**src/rtl/enc_out_pkg.sv**
```systemverilog
// Constants, register map and types for the encoder feedback pulse generator.
// Assumes a single 125 MHz system clock and a word-aligned Avalon-MM register bus.
// Operation
// - Polarity bit swaps command pulse rotation sense
// - Settings take effect only after power-on load
// - Setting counts edges; each phase gets quarter
// - Mode 0: setting is edges per revolution
// - Mode 1: resolution divided by setting
// - Mode 2: feedback scaled to command unit
// - Mode 3: resolution times numerator over denominator
// - Gear denominator zero counts as one
// - Fixed encoder resolution per motor revolution
// - Count and divisor span one to 65535 (registers also store zero)
// - Separate A and B phase outputs
package enc_out_pkg;
  localparam int ADDR_W = 8;
  localparam int DATA_W = 32;
  localparam logic [7:0] OFS_DIR = 8'h00;
  localparam logic [7:0] OFS_COUNT = 8'h04;
  localparam logic [7:0] OFS_DIVISOR = 8'h08;
  localparam logic [7:0] OFS_MODE = 8'h0c;
  localparam logic [7:0] OFS_CMD_NUM = 8'h10;
  localparam logic [7:0] OFS_CMD_DEN = 8'h14;
  localparam logic [7:0] OFS_ACTIVE = 8'h18;
  localparam logic [7:0] OFS_FB_POS = 8'h1c;
  localparam int ACT_DIR_BIT = 0;
  localparam int ACT_MODE_LSB = 1;
  localparam int ACT_PENDING_BIT = 3;
  localparam logic RST_DIR = 1'h0;
  localparam logic [15:0] RST_COUNT = 16'hfa0;
  localparam logic [15:0] RST_DIVISOR = 16'h0001;
  localparam logic [15:0] RST_CMD_GEAR = 16'h0001;
  localparam logic [31:0] ENC_RESOLUTION = 32'h0002_0000;
  localparam logic [31:0] MAX_EDGE_RATE_PPS = 32'h0046_30c0;
  localparam logic signed [35:0] ACC_LIMIT = 36'sh3_0000_0000;
  typedef enum logic [1:0] {
    MODE_PER_REV = 2'h0,
    MODE_DIVIDE = 2'h1,
    MODE_CMD_UNIT = 2'h2,
    MODE_GEAR = 2'h3
  } out_mode_t;
  localparam out_mode_t RST_MODE = MODE_PER_REV;
  typedef enum logic [1:0] {
    BUS_IDLE = 2'b01,
    BUS_ANSWER = 2'b10
  } bus_state_t;
endpackage

```
**src/rtl/edge_if.sv**
```systemverilog
// Carries quadrature edge requests from the scaler to the phase generator.
// Both ends sit on clk_sys.
`timescale 1ns/1ps
interface edge_if;
  logic tick;
  logic up;
  modport src (output tick, output up);
  modport dst (input tick, input up);
endinterface

```
**src/rtl/frac_scaler.sv**
```systemverilog
// Fractional rate scaler: numer/denom output edges per motor encoder count.
// Assumes step and stepUp come from logic on clk_sys.
`timescale 1ns/1ps
module frac_scaler
  import enc_out_pkg::*;
(
  input wire logic clk_sys,
  input wire logic rst_n,
  input wire logic step,
  input wire logic stepUp,
  input wire logic [31:0] numer,
  input wire logic [31:0] denom,
  edge_if.src edges
);
  import enc_out_pkg::*;

  logic signed [35:0] acc_q;
  logic signed [35:0] acc_d;
  logic signed [35:0] numS;
  logic signed [35:0] denS;
  logic emitUp;
  logic emitDn;
  logic tick_q;
  logic up_q;

  assign numS = $signed({4'h0, numer});
  assign denS = $signed({4'h0, denom});

  // One edge per cycle at most; surplus stays in the accumulator and drains later
  always_comb begin
    acc_d = acc_q;
    emitUp = 1'b0;
    emitDn = 1'b0;
    if (acc_q >= denS) begin
      emitUp = 1'b1;
      acc_d = acc_d - denS;
    end else if (acc_q <= -denS) begin
      emitDn = 1'b1;
      acc_d = acc_d + denS;
    end
    // Clamp keeps overdriven ratios from wrapping the sign
    if (step && stepUp && acc_q < ACC_LIMIT) begin
      acc_d = acc_d + numS;
    end else if (step && !stepUp && acc_q > -ACC_LIMIT) begin
      acc_d = acc_d - numS;
    end
  end

  always_ff @(posedge clk_sys or negedge rst_n) begin
    if (!rst_n) begin
      acc_q <= 36'sh0;
    end else begin
      acc_q <= acc_d;
    end
  end

  always_ff @(posedge clk_sys or negedge rst_n) begin
    if (!rst_n) begin
      tick_q <= 1'b0;
      up_q <= 1'b0;
    end else begin
      tick_q <= emitUp || emitDn;
      up_q <= emitUp;
    end
  end

  assign edges.tick = tick_q;
  assign edges.up = up_q;

  a_edge_from_acc: assert property (@(posedge clk_sys) disable iff (!rst_n)
    ($past(acc_q) >= $past(denS)) |-> (tick_q && up_q))
    else $error("Accumulator reached divisor without an up edge");
endmodule

```
**src/rtl/quad_gen.sv**
```systemverilog
// Quadrature A/B generator: one output edge per tick, lead phase from direction.
// Assumes ticks are spaced so the host sees the edge rate it can count.
`timescale 1ns/1ps
module quad_gen (
  input wire logic clk_sys,
  input wire logic rst_n,
  edge_if.dst edges,
  output logic outA,
  output logic outB
);
  logic [1:0] phase_q;
  logic [1:0] phaseNext;

  assign phaseNext = edges.up ? phase_q + 2'h1 : phase_q - 2'h1;

  // Gray sequence: A leads B when counting up
  always_ff @(posedge clk_sys or negedge rst_n) begin
    if (!rst_n) begin
      phase_q <= 2'h0;
      outA <= 1'b0;
      outB <= 1'b0;
    end else if (edges.tick) begin
      phase_q <= phaseNext;
      outA <= phaseNext[1] ^ phaseNext[0];
      outB <= phaseNext[1];
    end
  end

  a_one_edge_tick: assert property (@(posedge clk_sys) disable iff (!rst_n)
    edges.tick |=> ((outA != $past(outA)) != (outB != $past(outB))))
    else $error("Tick did not move exactly one phase output");
  a_still_no_tick: assert property (@(posedge clk_sys) disable iff (!rst_n)
    !edges.tick |=> ($stable(outA) && $stable(outB)))
    else $error("Phase output moved without a tick");
endmodule

```
**src/rtl/encoder_pulse_output_gen.sv**
```systemverilog
// Top of the encoder feedback pulse generator with its Avalon-MM register file.
// Assumes motor step, command pulse and load inputs come from logic on clk_sys.
`timescale 1ns/1ps
module encoder_pulse_output_gen
  import enc_out_pkg::*;
(
  input wire logic clk_sys,
  input wire logic rst_n,
  input wire logic [enc_out_pkg::ADDR_W-1:0] avs_address,
  input wire logic avs_read,
  input wire logic avs_write,
  input wire logic [enc_out_pkg::DATA_W-1:0] avs_writedata,
  input wire logic [3:0] avs_byteenable,
  output logic [enc_out_pkg::DATA_W-1:0] avs_readdata,
  output logic avs_waitrequest,
  input wire logic powerOnLoad,
  input wire logic cmdPulse,
  input wire logic cmdFwd,
  output logic motorCmdStep,
  output logic motorCmdCcw,
  input wire logic motorStep,
  input wire logic motorCcw,
  output logic encOutA,
  output logic encOutB
);
  import enc_out_pkg::*;

  bus_state_t busState_q;
  logic busReq;
  logic wrTake;
  logic [DATA_W-1:0] rdMux;

  // Staged values written by software
  logic dirStage_q;
  logic [15:0] countStage_q;
  logic [15:0] divisorStage_q;
  out_mode_t modeStage_q;
  logic [15:0] cmdNumStage_q;
  logic [15:0] cmdDenStage_q;

  // Values in force since the last power-on load
  logic loadPending_q;
  logic dirActive_q;
  logic [15:0] countActive_q;
  logic [15:0] divisorActive_q;
  out_mode_t modeActive_q;
  logic [15:0] cmdNumActive_q;
  logic [15:0] cmdDenActive_q;

  logic [31:0] numer_q;
  logic [31:0] denom_q;
  logic [31:0] numer_d;
  logic [31:0] denom_d;
  logic [31:0] fbPos_q;
  logic fbUp;

  edge_if edgeBus ();

  function automatic logic [15:0] merge16(input logic [15:0] old, input logic [31:0] wd, input logic [3:0] be);
    logic [15:0] res;
    res = old;
    if (be[0]) begin
      res[7:0] = wd[7:0];
    end
    if (be[1]) begin
      res[15:8] = wd[15:8];
    end
    return res;
  endfunction

  function automatic logic [15:0] atLeastOne(input logic [15:0] v);
    return (v == 16'h0000) ? 16'h0001 : v;
  endfunction

  // Bus slave: every access answers in the cycle after it is seen
  assign busReq = avs_read || avs_write;
  assign wrTake = avs_write && (busState_q == BUS_ANSWER);

  always_ff @(posedge clk_sys or negedge rst_n) begin
    if (!rst_n) begin
      busState_q <= BUS_IDLE;
      avs_waitrequest <= 1'b1;
    end else begin
      unique case (busState_q)
        BUS_IDLE: begin
          if (busReq) begin
            busState_q <= BUS_ANSWER;
            avs_waitrequest <= 1'b0;
          end
        end
        BUS_ANSWER: begin
          busState_q <= BUS_IDLE;
          avs_waitrequest <= 1'b1;
        end
        default: begin
          busState_q <= BUS_IDLE;
          avs_waitrequest <= 1'b1;
        end
      endcase
    end
  end

  always_comb begin
    rdMux = '0;
    unique case (avs_address)
      OFS_DIR: rdMux = {31'h0, dirStage_q};
      OFS_COUNT: rdMux = {16'h0, countStage_q};
      OFS_DIVISOR: rdMux = {16'h0, divisorStage_q};
      OFS_MODE: rdMux = {30'h0, modeStage_q};
      OFS_CMD_NUM: rdMux = {16'h0, cmdNumStage_q};
      OFS_CMD_DEN: rdMux = {16'h0, cmdDenStage_q};
      OFS_ACTIVE: rdMux = {28'h0, loadPending_q, modeActive_q, dirActive_q};
      OFS_FB_POS: rdMux = fbPos_q;
      default: rdMux = '0;
    endcase
  end

  always_ff @(posedge clk_sys or negedge rst_n) begin
    if (!rst_n) begin
      avs_readdata <= '0;
    end else if (busState_q == BUS_IDLE && avs_read) begin
      avs_readdata <= rdMux;
    end
  end

  // Any 16-bit value is stored; zero is taken as one where it divides
  always_ff @(posedge clk_sys or negedge rst_n) begin
    if (!rst_n) begin
      dirStage_q <= RST_DIR;
      countStage_q <= RST_COUNT;
      divisorStage_q <= RST_DIVISOR;
      modeStage_q <= RST_MODE;
      cmdNumStage_q <= RST_CMD_GEAR;
      cmdDenStage_q <= RST_CMD_GEAR;
    end else if (wrTake) begin
      unique case (avs_address)
        OFS_DIR: begin
          if (avs_byteenable[0]) begin
            dirStage_q <= avs_writedata[0];
          end
        end
        OFS_COUNT: countStage_q <= merge16(countStage_q, avs_writedata, avs_byteenable);
        OFS_DIVISOR: divisorStage_q <= merge16(divisorStage_q, avs_writedata, avs_byteenable);
        OFS_MODE: begin
          if (avs_byteenable[0]) begin
            modeStage_q <= out_mode_t'(avs_writedata[1:0]);
          end
        end
        OFS_CMD_NUM: cmdNumStage_q <= merge16(cmdNumStage_q, avs_writedata, avs_byteenable);
        OFS_CMD_DEN: cmdDenStage_q <= merge16(cmdDenStage_q, avs_writedata, avs_byteenable);
        default: begin
        end
      endcase
    end
  end

  // Load once after reset release, then only on a power-on load pulse
  always_ff @(posedge clk_sys or negedge rst_n) begin
    if (!rst_n) begin
      loadPending_q <= 1'b1;
    end else begin
      loadPending_q <= powerOnLoad;
    end
  end

  always_ff @(posedge clk_sys or negedge rst_n) begin
    if (!rst_n) begin
      dirActive_q <= RST_DIR;
      countActive_q <= RST_COUNT;
      divisorActive_q <= RST_DIVISOR;
      modeActive_q <= RST_MODE;
      cmdNumActive_q <= RST_CMD_GEAR;
      cmdDenActive_q <= RST_CMD_GEAR;
    end else if (loadPending_q) begin
      dirActive_q <= dirStage_q;
      countActive_q <= countStage_q;
      divisorActive_q <= divisorStage_q;
      modeActive_q <= modeStage_q;
      cmdNumActive_q <= cmdNumStage_q;
      cmdDenActive_q <= cmdDenStage_q;
    end
  end

  // Ratio of output edges to encoder counts; no divider needed
  always_comb begin
    numer_d = {16'h0, countActive_q};
    denom_d = ENC_RESOLUTION;
    unique case (modeActive_q)
      MODE_PER_REV: begin
        numer_d = {16'h0, countActive_q};
        denom_d = ENC_RESOLUTION;
      end
      MODE_DIVIDE: begin
        numer_d = 32'h0000_0001;
        denom_d = {16'h0, atLeastOne(countActive_q)};
      end
      MODE_CMD_UNIT: begin
        numer_d = {16'h0, atLeastOne(cmdDenActive_q)};
        denom_d = {16'h0, atLeastOne(cmdNumActive_q)};
      end
      MODE_GEAR: begin
        numer_d = {16'h0, countActive_q};
        denom_d = {16'h0, atLeastOne(divisorActive_q)};
      end
    endcase
  end

  always_ff @(posedge clk_sys or negedge rst_n) begin
    if (!rst_n) begin
      numer_q <= {16'h0, RST_COUNT};
      denom_q <= ENC_RESOLUTION;
    end else begin
      numer_q <= numer_d;
      denom_q <= denom_d;
    end
  end

  // Command pulse direction mapping
  always_ff @(posedge clk_sys or negedge rst_n) begin
    if (!rst_n) begin
      motorCmdStep <= 1'b0;
      motorCmdCcw <= 1'b0;
    end else begin
      motorCmdStep <= cmdPulse;
      motorCmdCcw <= cmdFwd ^ dirActive_q;
    end
  end

  // Feedback counts up for the rotation that forward commands produce
  assign fbUp = motorCcw ^ dirActive_q;

  frac_scaler u_scaler (
    .clk_sys(clk_sys),
    .rst_n(rst_n),
    .step(motorStep),
    .stepUp(fbUp),
    .numer(numer_q),
    .denom(denom_q),
    .edges(edgeBus.src)
  );

  quad_gen u_quad (
    .clk_sys(clk_sys),
    .rst_n(rst_n),
    .edges(edgeBus.dst),
    .outA(encOutA),
    .outB(encOutB)
  );

  always_ff @(posedge clk_sys or negedge rst_n) begin
    if (!rst_n) begin
      fbPos_q <= 32'h0;
    end else if (edgeBus.tick) begin
      fbPos_q <= edgeBus.up ? fbPos_q + 32'h1 : fbPos_q - 32'h1;
    end
  end

  a_dir_mapping: assert property (@(posedge clk_sys) disable iff (!rst_n)
    cmdPulse |=> (motorCmdStep && motorCmdCcw == ($past(cmdFwd) ^ $past(dirActive_q))))
    else $error("Command direction mapped wrongly");
  a_hold_active: assert property (@(posedge clk_sys) disable iff (!rst_n)
    !loadPending_q |=> ($stable(dirActive_q) && $stable(countActive_q) && $stable(divisorActive_q)))
    else $error("Active setting changed without a load");
  a_load_active: assert property (@(posedge clk_sys) disable iff (!rst_n)
    loadPending_q |=> (dirActive_q == $past(dirStage_q) && countActive_q == $past(countStage_q)))
    else $error("Load did not copy staged settings");
  a_mode_per_rev: assert property (@(posedge clk_sys) disable iff (!rst_n)
    modeActive_q == MODE_PER_REV |=> (numer_q == {16'h0, $past(countActive_q)} && denom_q == 32'h0002_0000))
    else $error("Per-revolution ratio wrong");
  a_mode_divide: assert property (@(posedge clk_sys) disable iff (!rst_n)
    (modeActive_q == MODE_DIVIDE && countActive_q != 16'h0) |=> (numer_q == 32'h1 && denom_q[15:0] == $past(countActive_q)))
    else $error("Division ratio wrong");
  a_mode_cmd: assert property (@(posedge clk_sys) disable iff (!rst_n)
    (modeActive_q == MODE_CMD_UNIT && cmdNumActive_q != 16'h0) |=> (denom_q[15:0] == $past(cmdNumActive_q)))
    else $error("Command unit ratio wrong");
  a_mode_gear: assert property (@(posedge clk_sys) disable iff (!rst_n)
    (modeActive_q == MODE_GEAR && divisorActive_q != 16'h0) |=> (numer_q[15:0] == $past(countActive_q) && denom_q[15:0] == $past(divisorActive_q)))
    else $error("Gear ratio wrong");
  a_den_zero: assert property (@(posedge clk_sys) disable iff (!rst_n)
    (modeActive_q == MODE_GEAR && divisorActive_q == 16'h0) |=> denom_q == 32'h1)
    else $error("Zero denominator not taken as one");
  a_bus_answer: assert property (@(posedge clk_sys) disable iff (!rst_n)
    (busReq && avs_waitrequest) |=> !avs_waitrequest ##1 avs_waitrequest)
    else $error("Bus answer not one cycle after request");

  // Command path follows its pulse by exactly one cycle
  a_step_follow: assert property (@(posedge clk_sys) disable iff (!rst_n)
    cmdPulse |=> motorCmdStep)
    else $error("Command step not forwarded");
  a_step_quiet: assert property (@(posedge clk_sys) disable iff (!rst_n)
    !cmdPulse |=> !motorCmdStep)
    else $error("Command step without a pulse");
  a_dir_write: assert property (@(posedge clk_sys) disable iff (!rst_n)
    (wrTake && avs_address == OFS_DIR && avs_byteenable[0]) |=> dirStage_q == $past(avs_writedata[0]))
    else $error("Direction write not stored");
  a_pend_follow: assert property (@(posedge clk_sys) disable iff (!rst_n)
    powerOnLoad |=> loadPending_q)
    else $error("Power-on load not taken");
  a_load_rest: assert property (@(posedge clk_sys) disable iff (!rst_n)
    loadPending_q |=> (modeActive_q == $past(modeStage_q) && divisorActive_q == $past(divisorStage_q)
      && cmdNumActive_q == $past(cmdNumStage_q) && cmdDenActive_q == $past(cmdDenStage_q)))
    else $error("Load did not copy mode or gear settings");
  a_hold_rest: assert property (@(posedge clk_sys) disable iff (!rst_n)
    !loadPending_q |=> ($stable(modeActive_q) && $stable(cmdNumActive_q) && $stable(cmdDenActive_q)))
    else $error("Mode or gear changed without a load");
  a_div_numer: assert property (@(posedge clk_sys) disable iff (!rst_n)
    modeActive_q == MODE_DIVIDE |=> numer_q == 32'h1)
    else $error("Division numerator wrong");
  a_div_zero: assert property (@(posedge clk_sys) disable iff (!rst_n)
    (modeActive_q == MODE_DIVIDE && countActive_q == 16'h0) |=> denom_q == 32'h1)
    else $error("Zero division setting not taken as one");
  a_cmd_numer: assert property (@(posedge clk_sys) disable iff (!rst_n)
    (modeActive_q == MODE_CMD_UNIT && cmdDenActive_q != 16'h0) |=> numer_q[15:0] == $past(cmdDenActive_q))
    else $error("Command unit numerator wrong");
  a_cmd_zero: assert property (@(posedge clk_sys) disable iff (!rst_n)
    (modeActive_q == MODE_CMD_UNIT && cmdNumActive_q == 16'h0) |=> denom_q == 32'h1)
    else $error("Zero command gear not taken as one");
  a_gear_numer: assert property (@(posedge clk_sys) disable iff (!rst_n)
    modeActive_q == MODE_GEAR |=> numer_q == {16'h0, $past(countActive_q)})
    else $error("Gear numerator wrong");
  a_read_count: assert property (@(posedge clk_sys) disable iff (!rst_n)
    (avs_read && avs_waitrequest && avs_address == OFS_COUNT) |=> avs_readdata == {16'h0, $past(countStage_q)})
    else $error("Count read back wrong");

  // Position register mirrors every output edge
  a_fb_up: assert property (@(posedge clk_sys) disable iff (!rst_n)
    (edgeBus.tick && edgeBus.up) |=> fbPos_q == $past(fbPos_q) + 32'h1)
    else $error("Position missed an up edge");
  a_fb_down: assert property (@(posedge clk_sys) disable iff (!rst_n)
    (edgeBus.tick && !edgeBus.up) |=> fbPos_q == $past(fbPos_q) - 32'h1)
    else $error("Position missed a down edge");
  a_fb_still: assert property (@(posedge clk_sys) disable iff (!rst_n)
    !edgeBus.tick |=> $stable(fbPos_q))
    else $error("Position moved without an edge");
endmodule

```
**config.mk**
```make
export PLATFORM = sky130hd
export DESIGN_NAME = encoder_pulse_output_gen
export DESIGN_NICKNAME = d
export VERILOG_FILES = /design/src/rtl/enc_out_pkg.sv /design/src/rtl/edge_if.sv /design/src/rtl/frac_scaler.sv /design/src/rtl/quad_gen.sv /design/src/rtl/encoder_pulse_output_gen.sv
export SDC_FILE = /design/constraint.sdc
export NUM_CORES = 1
export LEC_CHECK = 0
export ABC_AREA = 1
export BUFFER_PORTS_ARGS = -buffer_cell sky130_fd_sc_hd__buf_4
export CAP_MARGIN = 25
export CORE_MARGIN = 2
export CORE_UTILIZATION = 30
export DETAILED_ROUTE_END_ITERATION = 10
export HOLD_SLACK_MARGIN = 0.1
export SETUP_SLACK_MARGIN = 0.2
export SYNTH_ARGS = -nofsm -noshare
export SYNTH_HDL_FRONTEND = slang
export SYNTH_HIERARCHICAL = 1
export SYNTH_SLANG_ARGS = --single-unit
```
**constraint.sdc**
```tcl
create_clock -name clk_sys -period 6.7 [get_ports clk_sys]
set_input_delay 0.67 -clock clk_sys [delete_from_list [all_inputs] [get_ports clk_sys]]
set_output_delay 0.67 -clock clk_sys [all_outputs]
set_load 0.02 [all_outputs]
```
; ---- Word-level counts from Yosys, hierarchy flattened
; Index checks and enable logic that the tools add are counted.
[word_totals]
reg_bits = 310
input_bits = 53
[classes]
add_sub_neg = 9
magnitude_cmp = 4
eq_ne = 13
mux = 20
n_bitwise = 3
n_reduce_logical = 26
[ops]
columns = op, n
row1 = $pmux 32 s8, 1
row2 = $mux 36, 4
row3 = $pmux 32 s4, 1
row4 = $pmux 32 s3, 1
row5 = $add 36x33->36, 2
row6 = $sub 36x33->36, 2
row7 = $logic_not 16->1, 4
row8 = $mux 16, 4
row9 = $ge 36x33->1, 1
row10 = $gt 36x35->1 const B, 1
row11 = $le 36x36->1, 1
row12 = $lt 36x35->1 const B, 1
row13 = $neg 32->36, 1
row14 = $add 32x1->32 const B, 1
row15 = $eq 8x5->1 const B, 4
row16 = $mux 32, 1
row17 = $sub 32x1->32 const B, 1
row18 = $reduce_and 3->1, 10
row19 = $eq 8x4->1 const B, 2
row20 = $eq 8x3->1 const B, 1
row21 = $logic_not 8->1, 1
row22 = $eq 2x2->1 const B, 3
row23 = $logic_and 1x1->1, 6
row24 = $mux 2, 3
row25 = 10 further kinds, 18

; ---- Longest topological paths before layout
; Gate-level depths: netlist of the first run.
[logic_depth]
word_depth = 7
mapped_depth = 53
mapped_depth_nobuf = 52

; ---- By module
; Netlist of the first run, hierarchy kept.
[by_module_without_submodules]
columns = mod, instances, cells_each, area_each_um2, seq_area_each_um2
row1 = encoder_pulse_output_gen, 1, 1648, 12533.3, 5939.4
row2 = frac_scaler, 1, 2134, 12340.6, 950.9
row3 = quad_gen, 1, 20, 153.9, 75.1

; ---- Worst setup path before layout of the first run
; Ideal clock, no wire load.
[synth_timing]
path_kind = reg2reg
startpoint = register denom_q[1]
endpoint = register u_scaler.acc_q[28]
arrival_time_ns = 5.556
path_slack_ns = 1.026
stages_incl_launch_ff = 47
cell_sequence = dfrtp_1 inv_1 ha_1 nand3_2 nor2_2 nand2_1 nor2_2 nand4_1 nor3_1 nand3_1 nor2_1 nand3_1 nor2_1 nand3_1 inv_2 nand3_1 nor3_1 ha_1 (+11 left out) buf_4 nand2_1 o21ai_0 o21ai_1 ha_1 clkbuf_2 a21o_1 a21oi_1 o21ai_0 nand3_1 nand3_1 nand2_1 o211ai_1 or2_2 nand3_1 o21ai_0 inv_1 nand2_1
[synth_via]
elab_chain_cells = 7
[synth_rtl]
columns = item, line
row1 = start: declaration, encoder_pulse_output_gen.sv:51  ; logic [31:0] denom_q;
row2 = start signal: assignment, encoder_pulse_output_gen.sv:214  ; denom_q <= denom_d;
row3 = $neg 32->36, frac_scaler.sv:37  ; end else if (acc_q <= -denS) begin
row4 = $le 36x36->1, frac_scaler.sv:37
row5 = $mux 36, frac_scaler.sv:37
row6 = $mux 36 (*), frac_scaler.sv:34  ; if (acc_q >= denS) begin
row7 = $sub 36x33->36, frac_scaler.sv:45  ; acc_d = acc_d - numS;
row8 = $mux 36, frac_scaler.sv:44  ; end else if (step && !stepUp && acc_q > -ACC_LIMIT) begin
row9 = $mux 36 (*), frac_scaler.sv:42  ; if (step && stepUp && acc_q < ACC_LIMIT) begin
row10 = via u_scaler.acc_d[28], frac_scaler.sv:18  ; logic signed [35:0] acc_d;
row11 = end signal: assignment, frac_scaler.sv:51  ; acc_q <= 36'sh0;
row12 = end signal: assignment, frac_scaler.sv:53  ; acc_q <= acc_d;
row13 = end: declaration, frac_scaler.sv:17  ; logic signed [35:0] acc_q;
; The timed path passes the listed nets; every way through them passes the cells marked *.
; A chain may end at the register's enable or synchronous reset.

; ---- Worst setup path after layout of the first run
[layout_timing]
startpoint = register denom_q[1]
endpoint = register u_scaler.acc_q[29]
; Same word-level chain as after synthesis.

==> results.tsv, run 1 <==
stage	metric	value	unit
sta	Fin Clk Skew	0.0434	ns
worst_setup_path	Worst setup EP type	flip-flop	
yosys	Synth top area share	25.0	%
placement	Setup WS pre-CTS	0.0747	ns
final_layout	post-route cell area	30300	um2
global_routing	Most Crowded Layer GR	met2	
final_layout	fin cells	5176	
worst_setup_path	CP peak stage delay	0.39	ns
die	core area	82400	um2
global_routing	vias in the first global route	23400	
sta	Slew Limit Fails	0	
global_routing	met1 Resource Use GR	26.8	%
sta	Final setup violation count	0	
status	status	finished, final reports clean	
route	WL/cell	16.5	um
route	Post-Route WL	85200	um
yosys	Post-synth ARST share	100	%
route	Pre-Repair DR Iteration Count	6	
placement	hpwl dp	67300	um
sta	Slew HR	29.4	%
global_routing	met2 Track Usage GR	32.4	%
sta	RSZ-0062 raised after global routing	yes	
global_routing	met3 Usage GRT	2.53	%
worst_setup_path	Max Fanout on Critical Path	8	
die	effective utilization at floorplan	30.4	%
sta	endpoints failing hold	0	
worst_setup_path	Worst Setup EP	u_scaler/acc_q[29]	
final_layout	filler instances	8807	
die	Horiz. Die Dim	293	um
min_path	HP Class	in2async	
worst_setup_path	Reg2Reg Setup Slack	0.51	ns
clock_network	CTS Hold Bufs	0	
worst_setup_path	CP startpoint kind	flip-flop	
final_layout	footprint of the multi-input gates	16500	um2
global_routing	initial antenna violation count	1	
global_routing	largest net degree at the start of global routing	124	
yosys	Post-Syn Instances	3802	
power_and_ir_drop	Clk pwr share	11.5	%
power_and_ir_drop	VDD IR-drop max	0.000273	V
route	vias per cell	4.85	
yosys	Synth Flop Type	dfrtp_1	
yosys	synth unique cells	68	
route	Vias	25100	
worst_setup_path	crit path from	denom_q[1]	
route	initial DRC count	1884	
yosys	flop and latch count out of synthesis	277	
clock_network	Worst-Skew Late Latency	0.57	ns
clock_network	CTS sink count	277	
sta	Least-Margin Pin Slew	1.06	ns
clock_network	CTS max path bufs	3	
power_and_ir_drop	leakage	15.5	nW
power_and_ir_drop	Seq pwr share	14.3	%
route	Final ANT Viol Nets	0	
clock_network	CTS tree	yes	
yosys	cell taking the most area after synthesis	dfrtp_1	
sta	fin crit period	6.19	ns
yosys	Avg Cell Area, Syn	6.58	um2
placement	Buffers on Ports	71	
global_routing	first-pass GRT wire length	132000	um
die	Die Area	85800	um2
die	Die Y	293	um
worst_setup_path	Crit path required time	7.15	ns
clock_network	Clk Tree Root Cell	clkbuf_16	
worst_setup_path	Top cell by count, worst path	nand2_1	
final_layout	area grow syn2layout	20.9	%
sta	period utilisation layout	92.4	%
clock_network	H-tree depth	2	
worst_setup_path	kind of critical path	reg2reg	
worst_setup_path	WP data arrival	6.64	ns
power_and_ir_drop	switching power	8.85	mW
sta	fmax	162	MHz
yosys	Post-synth EDFFs	0	
sta	Final Worst Setup Slack	0.510	ns
yosys	share of the yosys chip area belonging to registers	27.8	%
placement	routability cong.	0.970	
worst_setup_path	CP max stage cell	dfrtp_1	
placement	dpl cells	5081	
worst_setup_path	r2r startpoint	denom_q[1]	
yosys	synth warn	6	
clock_network	CTS buffer count	34	
die	Rows	105	
power_and_ir_drop	internal power	7.73	mW
placement	Area after DPL	27900	um2
final_layout	fraction of layout cells with a size suffix above 1	15.5	%
yosys	Post-Syn Area	25000	um2
clock_network	clock-pin transition on the worst setup and hold timing paths	0.06	ns
final_layout	area occupied by registers	6970	um2
power_and_ir_drop	power density over the cells	548	nW/um2
flow_run	max-cap violation count	0	
route	# DRC	0	
global_routing	Tot GR Track Use	19.4	%
worst_setup_path	R2R cell count	49	
final_layout	final net count	4336	
worst_setup_path	reg2reg end	u_scaler/acc_q[29]	
power_and_ir_drop	combinational share of power	74.2	%
global_routing	GRT overflow	0	
yosys	synth top area cells	dfrtp_1, nand2_1, ha_1	
power_and_ir_drop	switching share of total power	53.4	%
die	I/O pin count	90	
==> worst min-delay path by stage <==
stage | from | end | slack [ns]
2_1_floorplan | rst_n | avs_readdata[0] | 0.37
3_3_place_gp | divisorStage_q[12] | divisorStage_q[12] | 0.47
3_5_place_dp | avs_readdata[30] | avs_readdata[30] | 0.47
4_1_cts | powerOnLoad | loadPending_q | 0.17
5_1_grt | powerOnLoad | loadPending_q | 0.18
6_report | rst_n | avs_readdata[20] | 0.19
==> layout make-up <==
cell class,instances,share of cell area (%)
diodes,1,0.00827
repair buffers,254,6.85
well taps,1070,4.43
clock inverters,16,0.633
flip-flops and latches,277,23.0
inverters,597,7.46
clock buffers,46,3.19
multi-input cells,2915,54.4
==> through the flow <==
step	hold slack, ns	utilization (%)	total power [mW]	setup TNS (ns)
2_1_floorplan	0.374	-	9.47	0
3_3_place_gp	0.465	33.8	13.1	-0.00544
3_5_place_dp	0.468	33.9	13.2	0
4_1_cts	0.174	35.3	15.2	0
5_1_grt	0.182	36.7	18.0	-0.0180
6_report	0.194	36.7	16.6	0
==> what timing repair did <==
action	in CTS	in global routing
endpoints found under the hold margin	0	0
setup endpoints to repair	15	28
gates cloned	0	3
pin swaps	0	63
gates resized for setup	6	238
buffers inserted	1	27
==> synthesized netlist by cell type, types with 6 or more instances <==
master / n
nand2_2: 19
dfstp_2: 27
o21ai_0: 246
o21ai_1: 58
o21bai_1: 21
nor4_1: 25
nor3_1: 38
a21o_1: 27
nand2_1: 1108
xor2_1: 91
o211ai_1: 14
nor2_1: 303
buf_4: 8
buf_2: 39
ha_1: 199
dfrtp_1: 250
inv_1: 573
nand3_1: 214
xnor2_1: 18
nand3b_1: 6
inv_2: 21
nand4_1: 43
a21oi_1: 230
nor2_2: 14
a31oi_1: 9
buf_6: 10
o21a_1: 9
clkbuf_1: 45
nor2_4: 6
o21ai_2: 28
or2_2: 7
==> power by group through the flow <==
stage / Sequential (mW) / Combinational, mW / Clock [mW]
6_report: 2.36 / 12.3 / 1.91
5_1_grt: 2.39 / 13.6 / 2.03
4_1_cts: 2.36 / 10.9 / 1.96
3_5_place_dp: 2.39 / 10.8 / 0
3_3_place_gp: 2.39 / 10.7 / 0
2_1_floorplan: 2.20 / 7.27 / 0
==> kinds of logic after synthesis <==
family,after synthesis,share of synthesized area [%]
adders and majority gates,204,10.3
muxes,4,0.160
AOI/OAI and AO/OA,688,15.6
xor gates and xnor gates,109,3.81
and+or+nand+nor,1817,31.0
DFF,277,27.8
buffers and inverters,702,11.3
other,1,0.0150
==> registers in the layout, summed over array words and instances, names as in the netlist, 16 cells and up <==
register,cells
countStage_q,16
cmdDenStage_q,16
cmdNumActive_q,16
divisorStage_q,16
cmdNumStage_q,16
denom_q,17
countActive_q,16
cmdDenActive_q,16
numer_q,16
avs_readdata,32
u_scaler/acc_q,36
divisorActive_q,16
fbPos_q,32
==> metal layers <==
layer / part of all wire [%] / vias up
li1: - / 12700
met1: 46 / 11600
met2: 46 / 689
met3: 5.6 / 116
met4: 2.3 / 0
met5: 0 / -
==> placed cells by master (no fill, tap or decap), drive strengths merged, types with 6 or more instances in the layout <==
master / instances
clkbuf: 48
dfrtp: 250
o21a: 9
conb: 93
nor4: 26
a21o: 27
nand2: 1133
o21ai: 332
o31ai: 6
inv: 599
nand3b: 6
a21oi: 234
a21boi: 6
a31oi: 9
nand4: 45
clkinv: 12
o21bai: 21
nor2: 326
o211ai: 17
ha: 199
xnor2: 18
nand3: 221
or2: 10
xor2: 91
buf: 252
nor3: 42
dfstp: 27
==> worst max-delay path, delay by kind of cell (launching register included) <==
kind / cells / cell delay (ns)
DFF: 1 / 0.39
and+or+nand+nor: 33 / 3.32
buffers and inverters: 8 / 0.92
xor gates and xnor gates: 1 / 0.12
adders and majority gates: 3 / 0.64
AOI/OAI and AO/OA: 4 / 0.64
Note: power is estimated with default switching activity, not from simulation.
==> run 2: changes to the inputs <==
--- a/config.mk
+++ b/config.mk
@@ -5,7 +5,6 @@
 export SDC_FILE = /design/constraint.sdc
 export NUM_CORES = 1
 export LEC_CHECK = 0
-export ABC_AREA = 1
 export BUFFER_PORTS_ARGS = -buffer_cell sky130_fd_sc_hd__buf_4
 export CAP_MARGIN = 25
 export CORE_MARGIN = 2
==> results.tsv, run 2 <==
stage	metric	value	unit
sta	Final Worst Setup Slack	-0.545	ns
route	Final ANT Viol Nets	0	
final_layout	final net count	3119	
clock_network	Worst-Skew Late Latency	0.60	ns
worst_setup_path	CP delay by family, top	simple AND/OR/NAND/NOR gates	
sta	Fin Clk Skew	0.0288	ns
route	vias per cell	5.42	
final_layout	filler instances	7576	
final_layout	footprint of the multi-input gates	15500	um2
global_routing	Tot GR Track Use	18.9	%
sta	Slew Limit Fails	0	
die	core area	74300	um2
worst_setup_path	Worst setup EP type	flip-flop	
yosys	synth warn	6	
clock_network	CTS buffer count	31	
clock_network	CTS sink count	277	
final_layout	Biggest register	u_scaler/acc_q	
yosys	Synth top cells by count	dfrtp_1, nand2_1, ha_1	
die	Horiz. Die Dim	278	um
final_layout	max reg flops	36	
route	initial DRC count	1608	
route	WL/cell	19.3	um
yosys	share of the yosys chip area belonging to registers	31.0	%
sta	Slew HR	34.4	%
global_routing	largest net degree at the start of global routing	168	
power_and_ir_drop	Final Power	13.9	mW
worst_setup_path	Max Fanout on Critical Path	5	
clock_network	CTS Hold Bufs	0	
placement	Buffers on Ports	71	
yosys	Post-synth ARST share	100	%
placement	hpwl dp	55600	um
sta	period utilisation layout	108	%
yosys	synth unique cells	120	
final_layout	commonest non-fill, non-tap cell in the layout	buf_4	
yosys	Post-Syn Area	22500	um2
worst_setup_path	Buf/Inv on CP	5	
die	effective utilization at floorplan	30.2	%
worst_setup_path	CP peak stage delay	0.51	ns
sta	setup tns final	-8.93	ns
final_layout	area occupied by registers	6970	um2
sta	fmax	138	MHz
sta	Final setup violation count	25	
worst_setup_path	kind of critical path	reg2reg	
final_layout	biggest regs	u_scaler/acc_q x36, avs_readdata x32, fbPos_q x32	
route	Post-Route WL	74600	um
route	Vias	20900	
min_path	HP Class	in2async	
worst_setup_path	Crit path required time	7.15	ns
final_layout	fin util	38.0	%
worst_setup_path	CP startpoint kind	flip-flop	
yosys	Avg Cell Area, Syn	8.99	um2
global_routing	GRT overflow	0	
worst_setup_path	Top cell by count, worst path	nor4_4	
sta	RSZ-0062 raised after global routing	yes	
power_and_ir_drop	VDD IR-drop max	0.000237	V
yosys	Post-Syn Instances	2498	
die	Die Area	77000	um2
worst_setup_path	CP max stage cell	or4_4	
route	Pre-Repair DR Iteration Count	7	
route	# DRC	0	
clock_network	clock-pin transition on the worst setup and hold timing paths	0.08	ns
final_layout	area grow syn2layout	25.8	%
final_layout	fraction of layout cells with a size suffix above 1	27.4	%
final_layout	most frequent cells in the layout	buf_4, dfrtp_1, nand2_1	
global_routing	first-pass GRT wire length	118000	um
sta	Least-Margin Pin Slew	0.984	ns
clock_network	Clk Tree Root Cell	clkbuf_16	
yosys	synth top area cells	dfrtp_1, ha_1, mux2_2	
global_routing	vias in the first global route	21200	
die	I/O pin count	90	
flow_run	max-cap violation count	0	
power_and_ir_drop	power density over the cells	492	nW/um2
die	Die Y	278	um
worst_setup_path	Crit path depth	33	
yosys	Synth Flop Type	dfrtp_1	
status	status	finished with violations	
clock_network	CTS max path bufs	3	
clock_network	CTS tree	yes	
yosys	most common cell in the netlist	dfrtp_1	
die	Rows	100	
status	failing checks	setup timing	
placement	routability cong.	0.948	
yosys	Post-synth EDFFs	0	
power_and_ir_drop	leakage	12.6	nW
worst_setup_path	WP data arrival	7.70	ns
global_routing	initial antenna violation count	2	
yosys	cell taking the most area after synthesis	dfrtp_1	
yosys	Synth top area share	27.9	%
worst_setup_path	R2R cell count	33	
clock_network	H-tree depth	1	
yosys	flop and latch count out of synthesis	277	
sta	endpoints failing hold	0	
sta	fin crit period	7.25	ns
==> run 2: metal layers <==
layer / wire length [um] / track usage (%) / vias to the layer above
li1: - / - / 9943
met1: 32300 / 24.0 / 10200
met2: 35700 / 32.7 / 592
met3: 3120 / 2.14 / 198
met4: 3440 / 7.72 / 2
met5: 10 / 0 / -
==> run 2: path summary, 6_finish.rpt <==
check                            start                  to  slack, ns
max                         denom_q[2]  u_scaler/acc_q[25]      -0.55
min                              rst_n    avs_readdata[18]       0.15
max reg2reg                 denom_q[2]  u_scaler/acc_q[25]      -0.55
min reg2reg                fbPos_q[31]         fbPos_q[31]       0.48
max in group asynchronous        rst_n  u_scaler/acc_q[25]       5.08
min in group clk_sys          cmdPulse        motorCmdStep       0.19
==> run 2: worst register-to-register path, delay by kind of cell (launching register included) <==
| family | cells | cell delay (ns) |
|---|---|---|
| flops | 1 | 0.41 |
| buf+inv | 5 | 0.58 |
| simple gates | 17 | 3.55 |
| compound gates | 8 | 1.91 |
| fa+ha+maj | 2 | 0.45 |
| xor+xnor | 1 | 0.15 |
==> run 2: repair_timing <==
action	4_1_cts	5_1_grt
pin swaps	91	19
gates cloned	1	0
gates resized for setup	168	39
setup buffers	54	10
endpoints found under the setup margin	29	31
==> run 2: kinds of logic after synthesis <==
family | after synthesis | share of synthesized area, %
mux | 158 | 7.86
flops | 277 | 31.0
buf+inv | 284 | 5.55
xor+xnor | 79 | 3.12
fa+ha+maj | 204 | 11.5
simple gates | 699 | 15.5
other cells | 1 | 0.0167
compound gates | 796 | 25.4
==> run 2: cell type report <==
cell class                 instances  share of cell area [%]
antenna                            1                 0.00886
clock buffer                      46                    3.12
sequential                       277                    24.7
inverter                         161                    2.16
multi-input combinational       2026                    54.7
timing repair buffer             365                    10.2
clock inverter                    12                   0.780
tap                              969                    4.29
==> run 2: power by group <==
group | switching (mW) | total (mW) | leakage, nW | internal, mW
registers | 0.394 | 2.35 | 3.60 | 1.95
clock network | 0.728 | 1.87 | 0.536 | 1.14
logic | 5.32 | 9.68 | 8.45 | 4.36
total | 6.44 | 13.9 | 12.6 | 7.45
==> run 2: through the flow <==
| step | hold WS (ns) | instance area, um2 | setup WS [ns] | instances |
|---|---|---|---|---|
| 3_5_place_dp | 0.470 | 25700 | -0.881 | 3733 |
| 6_report | 0.147 | 28200 | -0.545 | 3857 |
| 4_1_cts | 0.168 | 28000 | -0.449 | 3846 |
| 2_1_floorplan | 0.374 | 22800 | 0.278 | 2586 |
| 3_3_place_gp | 0.465 | 25700 | -0.806 | 3733 |
| 5_1_grt | 0.168 | 28200 | -0.875 | 3857 |
